===== src/mswd_pkg.sv =====
// Purpose: shared constants for the multimode spi watchdog
// Assumes: 10 MHz core clock, spi frames of 16 bits
// Notes: period table returns zero for reserved codes
package mswd_pkg;
  // register offsets
  localparam logic [6:0] ADDR_METHOD_ACTION = 7'h13;
  localparam logic [6:0] ADDR_PERIOD_COUNT = 7'h14;
  localparam logic [6:0] ADDR_SERVICE_TRIG = 7'h15;
  localparam logic [6:0] ADDR_PULSE_WIDTH = 7'h16;
  localparam logic [6:0] ADDR_CHALLENGE_CFG = 7'h2D;
  localparam logic [6:0] ADDR_CHALLENGE_IN = 7'h2E;
  localparam logic [6:0] ADDR_CHALLENGE_OUT = 7'h2F;
  // field positions
  localparam int METHOD_LSB = 6;
  localparam int PRESCALE_LSB = 4;
  localparam int FAILCNT_LSB = 2;
  localparam int TIMER_LSB = 5;
  localparam int THRESH_LSB = 3;
  localparam int ENABLE_BIT = 0;
  localparam int ANSCNT_LSB = 4;
  localparam int ANSERR_BIT = 6;
  localparam int WRITE_FLAG_BIT = 7;
  // method codes
  localparam logic [1:0] METHOD_AUTONOMOUS = 2'h0;
  localparam logic [1:0] METHOD_TIMEOUT = 2'h1;
  localparam logic [1:0] METHOD_WINDOW = 2'h2;
  localparam logic [1:0] METHOD_CHALLENGE = 2'h3;
  // operating modes
  localparam logic [1:0] MODE_NORMAL = 2'h0;
  localparam logic [1:0] MODE_SILENT = 2'h1;
  localparam logic [1:0] MODE_STANDBY = 2'h2;
  localparam logic [1:0] MODE_SLEEP = 2'h3;
  // failure thresholds
  localparam logic [3:0] THRESH_FIRST = 4'h1;
  localparam logic [3:0] THRESH_FIFTH = 4'h5;
  localparam logic [3:0] THRESH_NINTH = 4'h9;
  localparam logic [3:0] FAIL_MAX = 4'hF;
  // reset values and counts
  localparam logic [7:0] RESET_BYTE = 8'h00;
  localparam logic [3:0] QUESTION_RESET = 4'h0;
  localparam logic [3:0] QUESTION_RESTART = 4'h1;
  localparam logic [2:0] ANSWERS_IN_FIRST = 3'h3;
  localparam logic [4:0] ADDR_BITS_DONE = 5'h08;
  localparam logic [4:0] FRAME_BITS_DONE = 5'h10;
  // timing
  localparam int MS_IN_NS = 1000000;
  localparam int CLK_PERIOD_NS = 100;
  localparam int CYCLES_PER_MS = MS_IN_NS / CLK_PERIOD_NS;

  typedef logic [15:0] mswd_ms_type;

  // period in ms for timer and prescale codes
  function automatic mswd_ms_type mswd_period_ms(input logic [2:0] tmr, input logic [1:0] pre);
    mswd_ms_type tbl [0:27];
    tbl = '{16'h0004, 16'h0008, 16'h000C, 16'h0010, 16'h0020, 16'h0040, 16'h0060,
            16'h0080, 16'h0080, 16'h0100, 16'h0180, 16'h0200, 16'h0100, 16'h0180,
            16'h0200, 16'h0300, 16'h0200, 16'h0400, 16'h0600, 16'h0800, 16'h0800,
            16'h1000, 16'h1800, 16'h2000, 16'h2800, 16'h4F10, 16'h0000, 16'h0000};
    if (tmr == 3'h7)
      return 16'h0000;
    return tbl[{tmr, pre}];
  endfunction : mswd_period_ms
endpackage : mswd_pkg


===== src/mswd_timer.sv =====
// Purpose: millisecond period timer with half and full marks
// Assumes: period_ms even and nonzero while run is high
// Notes: restart clears the elapsed time to zero
module mswd_timer import mswd_pkg::*;
#(
  parameter int CYC_MS = CYCLES_PER_MS
)
(
  input wire logic core_clk,
  input wire logic rst_n,
  input wire logic run,
  input wire logic restart,
  input wire mswd_ms_type period_ms,
  output logic half_reached,
  output logic full_pulse
);
  logic [15:0] cyc;
  logic [15:0] elapsed;
  wire tick = run && (cyc == 16'(CYC_MS - 1));
  wire last_ms = tick && (16'(elapsed + 16'h0001) >= period_ms);

  // cycle prescaler and elapsed milliseconds
  always_ff @(posedge core_clk or negedge rst_n)
  begin
    if (!rst_n)
    begin
      cyc <= 16'h0000;
      elapsed <= 16'h0000;
      half_reached <= 1'b0;
      full_pulse <= 1'b0;
    end
    else
    begin
      cyc <= (restart || !run || tick) ? 16'h0000 : 16'(cyc + 16'h0001);
      elapsed <= (restart || last_ms) ? 16'h0000 : (tick ? 16'(elapsed + 16'h0001) : elapsed);
      half_reached <= !(restart || last_ms) && ((tick ? 16'(elapsed + 16'h0001) : elapsed) >= (period_ms >> 1));
      full_pulse <= last_ms && !restart;
    end
  end
endmodule : mswd_timer


===== src/mswd_core.sv =====
// Purpose: watchdog with autonomous, time-out, window and challenge modes behind spi
// Assumes: op_mode, mode_change, wake inputs and expected_answer come from core_clk logic
// Notes: spi lines are sampled by core_clk; frame is 16 bits, msb first, write flag first
//
// Overview of operation
// - watchdog off after reset; once enabled a mode transition is the first trigger
// - all variants in normal or silent; standby forces time-out unless autonomous
// - in sleep the watchdog timer stops completely
// - failure counter goes up on misses or bad triggers, down on good, floor zero
// - error event on first failure by default, or on fifth or ninth
// - failure count readable as two bits of the method register
// - method field picks autonomous, time-out, window or challenge operation
// - period in ms comes from prescale and timer fields
// - period table per codes; reserved codes give no period
// - rewriting timing while running halts until the next trigger
// - autonomous: wake in standby triggers; wake in sleep goes standby and triggers
// - autonomous: wake clear in standby disables watchdog and drives receive pin high
// - other variants start only on mode transition; autonomous in normal always runs
// - window: closed half then open half; trigger valid only in open half
// - window: a trigger ends the window and starts a fresh closed one
// - challenge answer is four bytes, each in order and in time
// - challenge cycle is two response windows of half the period each
// - final byte in second window restarts cycle; good sequence makes new question
// - bad answer keeps question and counts failure; threshold fires failure action
// - answers need no question read; other commands may interleave
// - four bit question from a sequence, readable at any time
module mswd_core import mswd_pkg::*;
#(
  parameter int CYC_MS = CYCLES_PER_MS
)
(
  input wire logic core_clk,
  input wire logic rst_n,
  input wire logic spi_sclk,
  input wire logic spi_cs_n,
  input wire logic spi_sdi,
  output logic spi_sdo,
  output logic spi_sdo_oe,
  input wire logic [1:0] op_mode,
  input wire logic mode_change,
  input wire logic wake_event,
  input wire logic wake_clear,
  input wire logic [7:0] expected_answer,
  output logic [1:0] answer_index,
  output logic fail_event,
  output logic rxd_force_high,
  output logic standby_request
);
  // spi line synchronisers
  logic [2:0] sclk_q;
  logic [1:0] cs_q;
  logic [1:0] sdi_q;
  always_ff @(posedge core_clk or negedge rst_n)
  begin
    if (!rst_n)
    begin
      sclk_q <= 3'h0;
      cs_q <= 2'h3;
      sdi_q <= 2'h0;
    end
    else
    begin
      sclk_q <= {sclk_q[1:0], spi_sclk};
      cs_q <= {cs_q[0], spi_cs_n};
      sdi_q <= {sdi_q[0], spi_sdi};
    end
  end
  wire cs_act = !cs_q[1];
  wire sclk_rise = cs_act && sclk_q[1] && !sclk_q[2];
  wire sclk_fall = cs_act && !sclk_q[1] && sclk_q[2];

  // registers
  logic [1:0] method;
  logic [1:0] prescale;
  logic [1:0] action;
  logic [2:0] period_select_field;
  logic [1:0] failure_threshold_field;
  logic enable;
  logic [7:0] pulse_width;
  logic [7:0] challenge_cfg;
  logic [3:0] fail_cnt;
  logic [3:0] challenge_value;
  logic [2:0] ans_cnt;
  logic ans_err;
  logic seq_err;
  logic running;
  logic halted;

  // spi shifter state
  logic [4:0] bit_cnt;
  logic [7:0] shift_in;
  logic [7:0] frame_addr;
  logic [7:0] sdo_shift;
  logic wr_stb;
  logic [6:0] wr_addr;
  logic [7:0] wr_data;
  wire [7:0] next_addr = {shift_in[6:0], sdi_q[1]};
  wire [4:0] next_bit_cnt = 5'(bit_cnt + 5'h01);

  // read data for the address just received
  wire [3:0] fail_show = (fail_cnt > 4'h3) ? 4'h3 : fail_cnt;
  wire [7:0] rd_cfg1 = {method, prescale, fail_show[1:0], action};
  wire [7:0] rd_cfg2 = {period_select_field, failure_threshold_field, 2'h0, enable};
  wire [7:0] rd_quest = {1'b0, ans_err, ans_cnt[1:0], challenge_value};
  wire [6:0] ra = next_addr[6:0];
  wire [7:0] rd_data = (ra == ADDR_METHOD_ACTION) ? rd_cfg1 :
                       (ra == ADDR_PERIOD_COUNT) ? rd_cfg2 :
                       (ra == ADDR_PULSE_WIDTH) ? pulse_width :
                       (ra == ADDR_CHALLENGE_CFG) ? challenge_cfg :
                       (ra == ADDR_CHALLENGE_OUT) ? rd_quest : RESET_BYTE;

  // spi frame: address byte then data byte
  always_ff @(posedge core_clk or negedge rst_n)
  begin
    if (!rst_n)
    begin
      bit_cnt <= 5'h00;
      shift_in <= RESET_BYTE;
      frame_addr <= RESET_BYTE;
      sdo_shift <= RESET_BYTE;
      spi_sdo_oe <= 1'b0;
      wr_stb <= 1'b0;
      wr_addr <= 7'h00;
      wr_data <= RESET_BYTE;
    end
    else
    begin
      spi_sdo_oe <= cs_act;
      wr_stb <= sclk_rise && (next_bit_cnt == FRAME_BITS_DONE) && frame_addr[WRITE_FLAG_BIT];
      wr_addr <= frame_addr[6:0];
      wr_data <= next_addr;
      if (!cs_act)
        bit_cnt <= 5'h00;
      else if (sclk_rise)
        bit_cnt <= next_bit_cnt;
      if (sclk_rise)
        shift_in <= next_addr;
      if (sclk_rise && next_bit_cnt == ADDR_BITS_DONE)
        frame_addr <= next_addr;
      if (sclk_rise && next_bit_cnt == ADDR_BITS_DONE)
        sdo_shift <= rd_data;
      else if (sclk_fall && bit_cnt > ADDR_BITS_DONE)
        sdo_shift <= {sdo_shift[6:0], 1'b0};
    end
  end
  assign spi_sdo = sdo_shift[7];

  // decoded writes
  wire wr_cfg1 = wr_stb && wr_addr == ADDR_METHOD_ACTION;
  wire wr_cfg2 = wr_stb && wr_addr == ADDR_PERIOD_COUNT;
  wire trig_wr = wr_stb && wr_addr == ADDR_SERVICE_TRIG;
  wire ans_wr = wr_stb && wr_addr == ADDR_CHALLENGE_IN;
  wire timing_wr = (wr_cfg1 && wr_data[PRESCALE_LSB +: 2] != prescale) ||
                   (wr_cfg2 && wr_data[TIMER_LSB +: 3] != period_select_field);

  // operating context
  wire in_sleep = op_mode == MODE_SLEEP;
  wire in_standby = op_mode == MODE_STANDBY;
  wire auto_sel = method == METHOD_AUTONOMOUS;
  wire [1:0] eff_method = (in_standby && !auto_sel) ? METHOD_TIMEOUT : method;
  wire is_window = eff_method == METHOD_WINDOW;
  wire is_qa = eff_method == METHOD_CHALLENGE;
  wire [15:0] period_ms = mswd_period_ms(period_select_field, prescale);
  wire period_ok = period_ms != 16'h0000;
  wire half_reached;
  wire full_pulse;

  // trigger and start sources
  wire wake_trig = enable && auto_sel && wake_event && (in_standby || in_sleep);
  wire start_evt = enable && !in_sleep && (mode_change ||
                   (auto_sel && op_mode == MODE_NORMAL && !running));
  wire svc_trig = (trig_wr && !is_qa) || wake_trig;
  wire release_halt = running && halted && svc_trig;
  wire live = running && !halted;
  wire judge_trig = live && svc_trig && !in_sleep;
  wire trig_bad = judge_trig && is_window && !half_reached;
  wire ans_live = live && is_qa && ans_wr && !in_sleep;
  wire ans_match = wr_data == expected_answer;
  wire qa_first_over = ans_live && !half_reached && ans_cnt == ANSWERS_IN_FIRST;
  wire qa_final = ans_live && half_reached;
  wire qa_good = qa_final && ans_cnt == ANSWERS_IN_FIRST && !ans_err && !seq_err && ans_match;
  wire qa_end = qa_first_over || (qa_final && (ans_cnt == ANSWERS_IN_FIRST || ans_cnt == 3'h4));
  wire missed = live && full_pulse && !in_sleep;
  wire good = (judge_trig && !trig_bad) || qa_good;
  wire bad = trig_bad || missed || (qa_end && !qa_good);
  wire restart = start_evt || svc_trig || qa_end || missed;
  wire [3:0] thresh = (failure_threshold_field == 2'h1) ? THRESH_FIFTH :
                      (failure_threshold_field == 2'h2) ? THRESH_NINTH : THRESH_FIRST;
  wire [3:0] next_fail = bad ? ((fail_cnt == FAIL_MAX) ? fail_cnt : 4'(fail_cnt + 4'h1)) :
                         good ? ((fail_cnt == 4'h0) ? fail_cnt : 4'(fail_cnt - 4'h1)) : fail_cnt;
  wire [3:0] next_question = (challenge_value == 4'h0) ? QUESTION_RESTART :
                             {challenge_value[2:0], challenge_value[3] ^ challenge_value[2]};

  // period timer, frozen in sleep
  mswd_timer #(.CYC_MS(CYC_MS)) u_timer (
    .core_clk(core_clk),
    .rst_n(rst_n),
    .run(live && period_ok && !in_sleep),
    .restart(restart),
    .period_ms(period_ms),
    .half_reached(half_reached),
    .full_pulse(full_pulse)
  );

  // configuration registers
  always_ff @(posedge core_clk or negedge rst_n)
  begin
    if (!rst_n)
    begin
      method <= METHOD_AUTONOMOUS;
      prescale <= 2'h0;
      action <= 2'h0;
      period_select_field <= 3'h0;
      failure_threshold_field <= 2'h0;
      enable <= 1'b0;
      pulse_width <= RESET_BYTE;
      challenge_cfg <= RESET_BYTE;
    end
    else
    begin
      if (wr_cfg1)
      begin
        method <= wr_data[METHOD_LSB +: 2];
        prescale <= wr_data[PRESCALE_LSB +: 2];
        action <= wr_data[1:0];
      end
      if (wr_cfg2)
      begin
        period_select_field <= wr_data[TIMER_LSB +: 3];
        failure_threshold_field <= wr_data[THRESH_LSB +: 2];
        enable <= wr_data[ENABLE_BIT];
      end
      if (wr_stb && wr_addr == ADDR_PULSE_WIDTH)
        pulse_width <= wr_data;
      if (wr_stb && wr_addr == ADDR_CHALLENGE_CFG)
        challenge_cfg <= wr_data;
    end
  end

  // run, halt and wake control
  always_ff @(posedge core_clk or negedge rst_n)
  begin
    if (!rst_n)
    begin
      running <= 1'b0;
      halted <= 1'b0;
      rxd_force_high <= 1'b0;
      standby_request <= 1'b0;
    end
    else
    begin
      standby_request <= wake_trig && in_sleep;
      if (!enable || (wake_clear && auto_sel && in_standby))
        running <= 1'b0;
      else if (start_evt || wake_trig)
        running <= 1'b1;
      if (!enable || start_evt || release_halt)
        halted <= 1'b0;
      else if (running && timing_wr)
        halted <= 1'b1;
      if (wake_event)
        rxd_force_high <= 1'b0;
      else if (wake_clear && auto_sel && in_standby && enable)
        rxd_force_high <= 1'b1;
    end
  end

  // failure counter, question and answer tracking
  always_ff @(posedge core_clk or negedge rst_n)
  begin
    if (!rst_n)
    begin
      fail_cnt <= 4'h0;
      fail_event <= 1'b0;
      challenge_value <= QUESTION_RESET;
      ans_cnt <= 3'h0;
      ans_err <= 1'b0;
      seq_err <= 1'b0;
      answer_index <= 2'h3;
    end
    else
    begin
      fail_cnt <= next_fail;
      fail_event <= bad && next_fail >= thresh;
      answer_index <= ~ans_cnt[1:0];
      if (qa_good)
        challenge_value <= next_question;
      if (restart && !ans_live)
      begin
        ans_cnt <= 3'h0;
        seq_err <= 1'b0;
      end
      else if (qa_end)
      begin
        ans_cnt <= 3'h0;
        ans_err <= !ans_match || ans_err;
        seq_err <= 1'b0;
      end
      else if (ans_live)
      begin
        ans_cnt <= 3'(ans_cnt + 3'h1);
        ans_err <= (ans_cnt == 3'h0 && !half_reached) ? !ans_match : (ans_err || !ans_match);
        seq_err <= seq_err || half_reached;
      end
    end
  end
endmodule : mswd_core


===== config.mk =====
export PLATFORM = sky130hd
export DESIGN_NAME = mswd_core
export DESIGN_NICKNAME = d
export VERILOG_FILES = /design/src/mswd_pkg.sv /design/src/mswd_timer.sv /design/src/mswd_core.sv
export SDC_FILE = /design/constraint.sdc
export NUM_CORES = 1
export LEC_CHECK = 0
export BUFFER_PORTS_ARGS = -buffer_cell sky130_fd_sc_hd__buf_2
export CAP_MARGIN = 20
export CELL_PAD_IN_SITES_DETAIL_PLACEMENT = 0
export CELL_PAD_IN_SITES_GLOBAL_PLACEMENT = 1
export CORE_MARGIN = 3
export CORE_UTILIZATION = 40
export DETAILED_ROUTE_END_ITERATION = 10
export PLACE_DENSITY = 0.67
export REMOVE_ABC_BUFFERS = 1
export SYNTH_ARGS = -nofsm -noshare
export SYNTH_HDL_FRONTEND = slang
export SYNTH_SLANG_ARGS = --single-unit

===== constraint.sdc =====
create_clock -name core_clk -period 5.7 [get_ports core_clk]
set_input_delay 0.855 -clock core_clk [delete_from_list [all_inputs] [get_ports core_clk]]
set_output_delay 0.855 -clock core_clk [all_outputs]
set_load 0.1 [all_outputs]

==> results of run 1 <==
layout make-up:
type | instances | area, sq um
well taps | 229 | 287
clock buffers | 18 | 439
fillers | 1697 | 9810
inverters | 23 | 86.3
multi-input cells | 537 | 3990
clock inverters | 14 | 155
repair buffers | 27 | 149
flip-flops and latches | 134 | 3360
sequential cells by signal, indices dropped and copies added, names as in the netlist, 7 cells and up:
register and cells:
wr_data 8, challenge_cfg 8, shift_in 7, sdo_shift 8
u_timer.cyc 16, pulse_width 8, u_timer.elapsed 16, wr_addr 7
frame_addr 8
cells in the mapped netlist, drive strengths merged, types with 10 or more instances:
library cell / number / area (sq um)
dfrtp: 130 / 3250
nor2: 58 / 218
nand2: 55 / 206
mux2: 47 / 537
ha: 44 / 551
xor2: 34 / 305
nand3: 30 / 155
a21oi: 25 / 129
xnor2: 25 / 219
nor2b: 24 / 153
inv: 23 / 86.3
o21ai: 23 / 119
buf: 14 / 98.8
a31oi: 12 / 81.3
nor3: 12 / 85.1
clkbuf: 11 / 41.3
and3: 10 / 62.6
nand4: 10 / 62.6
power breakdown:
group | internal, mW | switching, mW | leakage, nW | total (mW)
Clock | 0.633 | 0.483 | 0.290 | 1.12
Combinational | 0.0602 | 0.0677 | 1.84 | 0.128
Sequential | 0.996 | 0.0902 | 1.79 | 1.09
how the worst max path moves through the flow:
stage,slack (ps),end
after floorplan,1930,u_timer.half_reached$_DFF_PN0_
after global placement,1440,u_timer.half_reached$_DFF_PN0_
after detailed placement,1310,u_timer.half_reached$_DFF_PN0_
after CTS,1290,u_timer.half_reached$_DFF_PN0_
after global routing,760,u_timer.half_reached$_DFF_PN0_
final,1310,u_timer.half_reached$_DFF_PN0_
through the flow:
| step | instances | total power [mW] |
|---|---|---|
| 2_1_floorplan | 694 | 1.15 |
| 3_3_place_gp | 950 | 1.23 |
| 3_5_place_dp | 950 | 1.24 |
| 4_1_cts | 982 | 2.36 |
| 5_1_grt | 982 | 2.42 |
| 6_report | 982 | 2.33 |
cells by family (layout without fill, tap and decap cells):
group	after synthesis	in the layout	synth area share (%)
XOR/XNOR	59	59	6.92
adder cells (fa/ha/maj)	44	44	7.27
flip-flops	134	134	44.3
AND/OR/NAND/NOR	259	259	19.0
AO/OA/AOI/OAI	125	125	12.0
buffers and inverters	48	82	2.99
multiplexers	50	50	7.48
worst max-delay path, cell delays in order (launching register included):
cell and delay (ps):
dfrtp_1 530, inv_1 160, ha_1 400, mux2_4 300, o211ai_2 210, nand4_1 250, o311ai_2 850, nor2_1 110
xor2_1 200, ha_1 330, a21o_1 190, a21oi_1 180, nand2_1 70, nand3_1 120, nor4b_1 70, nor3_1 190
a31oi_1 100
per-layer routing:
| metal | vias to the layer above | GRT usage, % |
|---|---|---|
| li1 | 2625 | - |
| met2 | 108 | 27.4 |
| met1 | 2715 | 25.0 |
| met5 | - | 0 |
| met4 | 0 | 6.69 |
| met3 | 27 | 3.69 |
==> summary.md, run 1 <==
| Metric | Value |
|---|---|
| Final setup vio count | `0` |
| Initial detailed-routing violation count | `332` |
| Initial Util | `41.5%` |
| Cell Rows | `just under 50` |
| First drt pass iteration count | `5` |
| Setup_tns | `0 ps` |
| Post-Synthesis Cells | `719` |
| IO Port Bufs | `24` |
| # DRC | `0` |
| R2r startpoint | `prescale[0]$_DFFE_PN0P_` |
| Clk sinks | `134` |
| Share of synthesized registers carrying an async set or reset | `100%` |
| Dpl ws | `1310 ps` |
| CTS tree | `done` |
| Critical-path maximum fanout | `12` |
| Post-CTS Resized | `0` |
| Worst Path Arrival | `between 4000 and 5000 ps` |
| Root Buffer | `clkbuf_16` |
| GRT overflow | `0` |
| Crit path kind | `flop to flop` |
| Critical Path End Type | `flop` |
| WHS | `351 ps` |
| Crit path launch type | `flop` |
| Slew Viols, Final | `0` |
| Largest net degree at the start of global routing | `89` |
| Worst-Skew Late Latency | `roughly 430 ps` |
| Metal3 WL | `around 600 um` |
| Syn avg cell area | `10.5 sq um` |
| Worst r2r dst | `u_timer.half_reached$_DFF_PN0_` |
| Max-slew headroom | `33.9%` |
| Die H | `144 um` |
| Remaining antenna violation count after routing | `0` |
| Postcts setup bufs | `0` |
| Routed met2 length | `8060 um` |
| Fraction of the yosys area taken by sequential cells | `about 44%` |
| RSZ-0062 raised after global routing | `no` |
| # hold bufs at CTS | `0` |
| EDFF count, synth | `0` |
| Library cells used by synthesis | `86` |
| Clock buffer depth | `2` |
| Top_reg_cell synth | `dfrtp_1` |
| Tcrit/Tclk final | `77.1%` |
| Nets | `802` |
| Least-Margin Pin Slew | `approximately 980 ps` |
| Flops & latches, synth | `134` |
| Worst-path clk slew | `70 ps` |
| Outcome | `complete, no violations` |
| Hold path cells | `0` |
| VDD IR-drop max | `0.191 mV` |
| Via-to-Cell Ratio | `between 5 and 6` |
| Clock skew | `9.25 ps` |
| Ys Warns | `0` |
| Ports | `25` |
| Worst min path class | `flop to flop` |
| Cts bufs inserted | `17` |
| Final instance area | `0.00846 sq mm` |
| Crit path launch | `prescale[0]$_DFFE_PN0P_` |
| P&R area growth vs syn | `11.7%` |
| First-pass GRT wire length | `28900 um` |
| Final Wtd Congestion | `0.884` |
| Worst path required time | `5980 ps` |
| Wl on met1 | `8440 um` |
| WHS Endpoint | `sclk_q[1]$_DFF_PN0_` |
| Worst Reg-to-Reg Cells | `16` |
| Hpwl dp | `12400 um` |
| Flop2flop setup slack | `1310 ps` |
| Core Util, Final | `46.3%` |
| Final hold vios | `0` |
| Total vias in the final route | `5475` |
| Die Area | `slightly above 0.02 sq mm` |
| Ratio of cells with drive above 1 in the final layout | `19.0%` |
| Tot GR Track Use | `between 10% and 20%` |
| Routed WL | `17500 um` |
| DIE WIDTH | `144 um` |
| Fmax | `roughly 230 MHz` |
| Worst Slack Setup Final | `between 1000 and 1500 ps` |
| Most common cell after layout, fill and taps aside | `dfrtp_1` |
| H-tree depth | `4` |
| Top sig layer | `met4` |
| Placed cell area | `0.00787 sq mm` |
| Most frequent cells in the layout | `dfrtp_1, nor2_1, nand2_1` |
| PD cells | `275 mW/mm^2` |
| Leak Pwr | `3.92 nW` |
| Max_cap viols | `0` |
| Vias in the first global route | `5483` |
| Final Critical Period | `4390 ps` |
| Core box area | `between 0.015 and 0.02 sq mm` |
| Initial antenna violation count | `0` |
| Synthesized area | `0.00757 sq mm` |
| Min-Delay Startpoint | `sclk_q[0]$_DFF_PN0_` |
| Antenna diodes | `0` |
| WL/cell | `17.8 um` |
Power figures use the tool's default switching activity.
==> run 2, diff against run 1 <==
PLACE_DENSITY = 0.7   (was 0.67)
clock period = 4 ns   (was 5.7 ns; I/O delays follow)
==> run 2 against run 1 <==
Against the previous run:
- register-to-register slack worse by 1100 ps
- clock power grew 45%
- clock skew about the same
- final area is 1.3% higher
- utilization up 0.62 points
- routed wire length down 1.3%
- cell count rose by 1.0%
- total power up 44%
- fmax increased by 17%
- count of clock-buffer cells in the layout did not move
- global-route usage is 0.11 points higher
- die area unchanged
- critical path type unchanged
==> summary.md, run 2 (synthesis results as in run 1) <==
| Metric | Value |
|---|---|
| Fin cells | `between 900 and 1k` |
| WP buf/inv | `2` |
| Critical-path maximum fanout | `12` |
| # hold bufs at CTS | `0` |
| Clock buffer depth | `2` |
| CP cell instances | `inv_1 > ha_1 > mux2_4 > o211ai_2 > nand4_1 > o311ai_2 > buf_12 > nor2_1 > xor2_1 > ha_1 > a21o_1 > a21oi_1 > nand2_1 > nand3_1 > a31oi_1 > nor3_1 > a31oi_1` |
| GRT overflow | `0` |
| VDD IR-drop max | `0.300 mV` |
| Crit path launch type | `flop` |
| Max_cap viols | `0` |
| Via-to-Cell Ratio | `about 5.6` |
| Cts bufs inserted | `17` |
| Most frequent cells in the layout | `dfrtp_1, nor2_1, nand2_1` |
| PD cells | `391 mW/mm^2` |
| Antenna diodes | `0` |
| CTS tree | `done` |
| Final Critical Period | `between 3000 and 4000 ps` |
| Remaining antenna violation count after routing | `0` |
| Final Wtd Congestion | `0.892` |
| Least-Margin Pin Slew | `1000 ps` |
| Clock skew | `9.28 ps` |
| Max incr delay on CP | `430 ps` |
| Ports | `25` |
| Slew Viols, Final | `0` |
| Crit path max-delay family | `compound AO/OA/AOI/OAI gates` |
| IO Port Bufs | `24` |
| Tot GR Track Use | `18.0%` |
| Worst Path Arrival | `around 4000 ps` |
| First drt pass iteration count | `7` |
| Worst path required time | `4290 ps` |
| H-tree depth | `4` |
| R2r startpoint | `prescale[1]$_DFFE_PN0P_` |
| Vias in the first global route | `5592` |
| Core box area | `0.0183 sq mm` |
| Largest net degree at the start of global routing | `86` |
| # DRC | `0` |
| Clk sinks | `around 130` |
| Cell count along the critical path | `17` |
| Cell Rows | `49` |
| Tcrit/Tclk final | `93.8%` |
| Reg area | `0.00336 sq mm` |
| Max-slew headroom | `32.7%` |
| Outcome | `complete, no violations` |
| First-pass GRT wire length | `roughly 29000 um` |
| WHS | `about 220 ps` |
| Worst-Skew Late Latency | `420 ps` |
| Hpwl dp | `12400 um` |
| Setup crit end | `u_timer.half_reached$_DFF_PN0_` |
| Crit path launch | `prescale[1]$_DFFE_PN0P_` |
| Root Buffer | `clkbuf_16` |
| Initial detailed-routing violation count | `324` |
| Worst min path class | `input port to async pin` |
| Nets | `812` |
| Die Area | `0.0206 sq mm` |
| Area of the multi-input gates | `roughly 0.004 sq mm` |
| Most common cell after layout, fill and taps aside | `dfrtp_1` |
| Leak Pwr | `3.99 nW` |
| Flop2flop setup slack | `around 250 ps` |
| Fillcell total | `about 1.7k` |
| Crit path kind | `flop to flop` |
| Worst-path clk slew | `roughly 60 ps` |
| Worst Reg-to-Reg Cells | `17` |
| Worst r2r dst | `u_timer.half_reached$_DFF_PN0_` |
| Biggest regs | `u_timer.cyc (16), u_timer.elapsed (16)` |
| Die H | `144 um` |
| Total vias in the final route | `5527` |
| Initial Util | `roughly two fifths` |
| CP max-delay cell | `dfrtp_1` |
| Fmax | `267 MHz` |
| DIE WIDTH | `about 140 um` |
| Critical Path End Type | `flop` |
| Final setup vio count | `0` |
| Initial antenna violation count | `0` |
| Final hold vios | `0` |
| Routed WL | `17200 um` |
| WL/cell | `17.4 um` |
| P&R area growth vs syn | `13.2%` |
| Inst Count DP | `959` |
| Ratio of cells with drive above 1 in the final layout | `20.3%` |
run 2: power by group:
part           internal, mW  total, mW  switching [mW]
logic                0.0865      0.185          0.0982
clock network          1.00       1.62           0.621
registers              1.42       1.55           0.132
total                  2.51       3.36           0.851
run 2: how the worst min path moves through the flow:
stage                         from                             end  slack, ps  cells past startpoint
6_report                     rst_n  challenge_value[1]$_DFFE_PN0P_        220                      1
2_1_floorplan                rst_n           action[0]$_DFFE_PN0P_        300                      0
4_1_cts                      rst_n           fail_cnt[0]$_DFF_PN0_        260                      1
3_3_place_gp   sclk_q[0]$_DFF_PN0_             sclk_q[1]$_DFF_PN0_        340                      0
5_1_grt                   spi_cs_n               cs_q[0]$_DFF_PN1_        260                      1
3_5_place_dp   sclk_q[0]$_DFF_PN0_             sclk_q[1]$_DFF_PN0_        340                      0
run 2: layer usage:
| layer | global-route usage (%) | vias up | share of wire (%) |
|---|---|---|---|
| met5 | 0 | - | 0 |
| met4 | 6.34 | 0 | 1.7 |
| met3 | 3.39 | 26 | 3.6 |
| met2 | 28.3 | 105 | 46 |
| met1 | 24.9 | 2748 | 48 |
| li1 | - | 2648 | - |
run 2: layout make-up:
type                            count  area share [%]
Clock buffer                       18            5.12
Inverter                           23            1.01
Clock inverter                     14            2.01
Multi-Input combinational cell    537            46.6
Timing Repair Buffer               37            2.76
Sequential cell                   134            39.1
Tap cell                          229            3.34
run 2: per-stage QoR:
stage / utilization, % / cell area, sq um / setup TNS (ps) / power, mW / setup slack [ps]
global route: 47.0 / 8580 / -0.326 / 3.50 / -0.326
detailed placement: 43.5 / 7950 / 0 / 1.77 / 209
CTS: 46.9 / 8560 / 0 / 3.40 / 196
floorplan: - / 7430 / 0 / 1.64 / 227
finish: 47.0 / 8580 / 0 / 3.36 / 249
global placement: 43.5 / 7950 / 0 / 1.76 / 330
run 2: what timing repair did:
item,CTS,global route
setup buffers,0,1
gates resized for setup,0,2
setup endpoints to repair,0,1
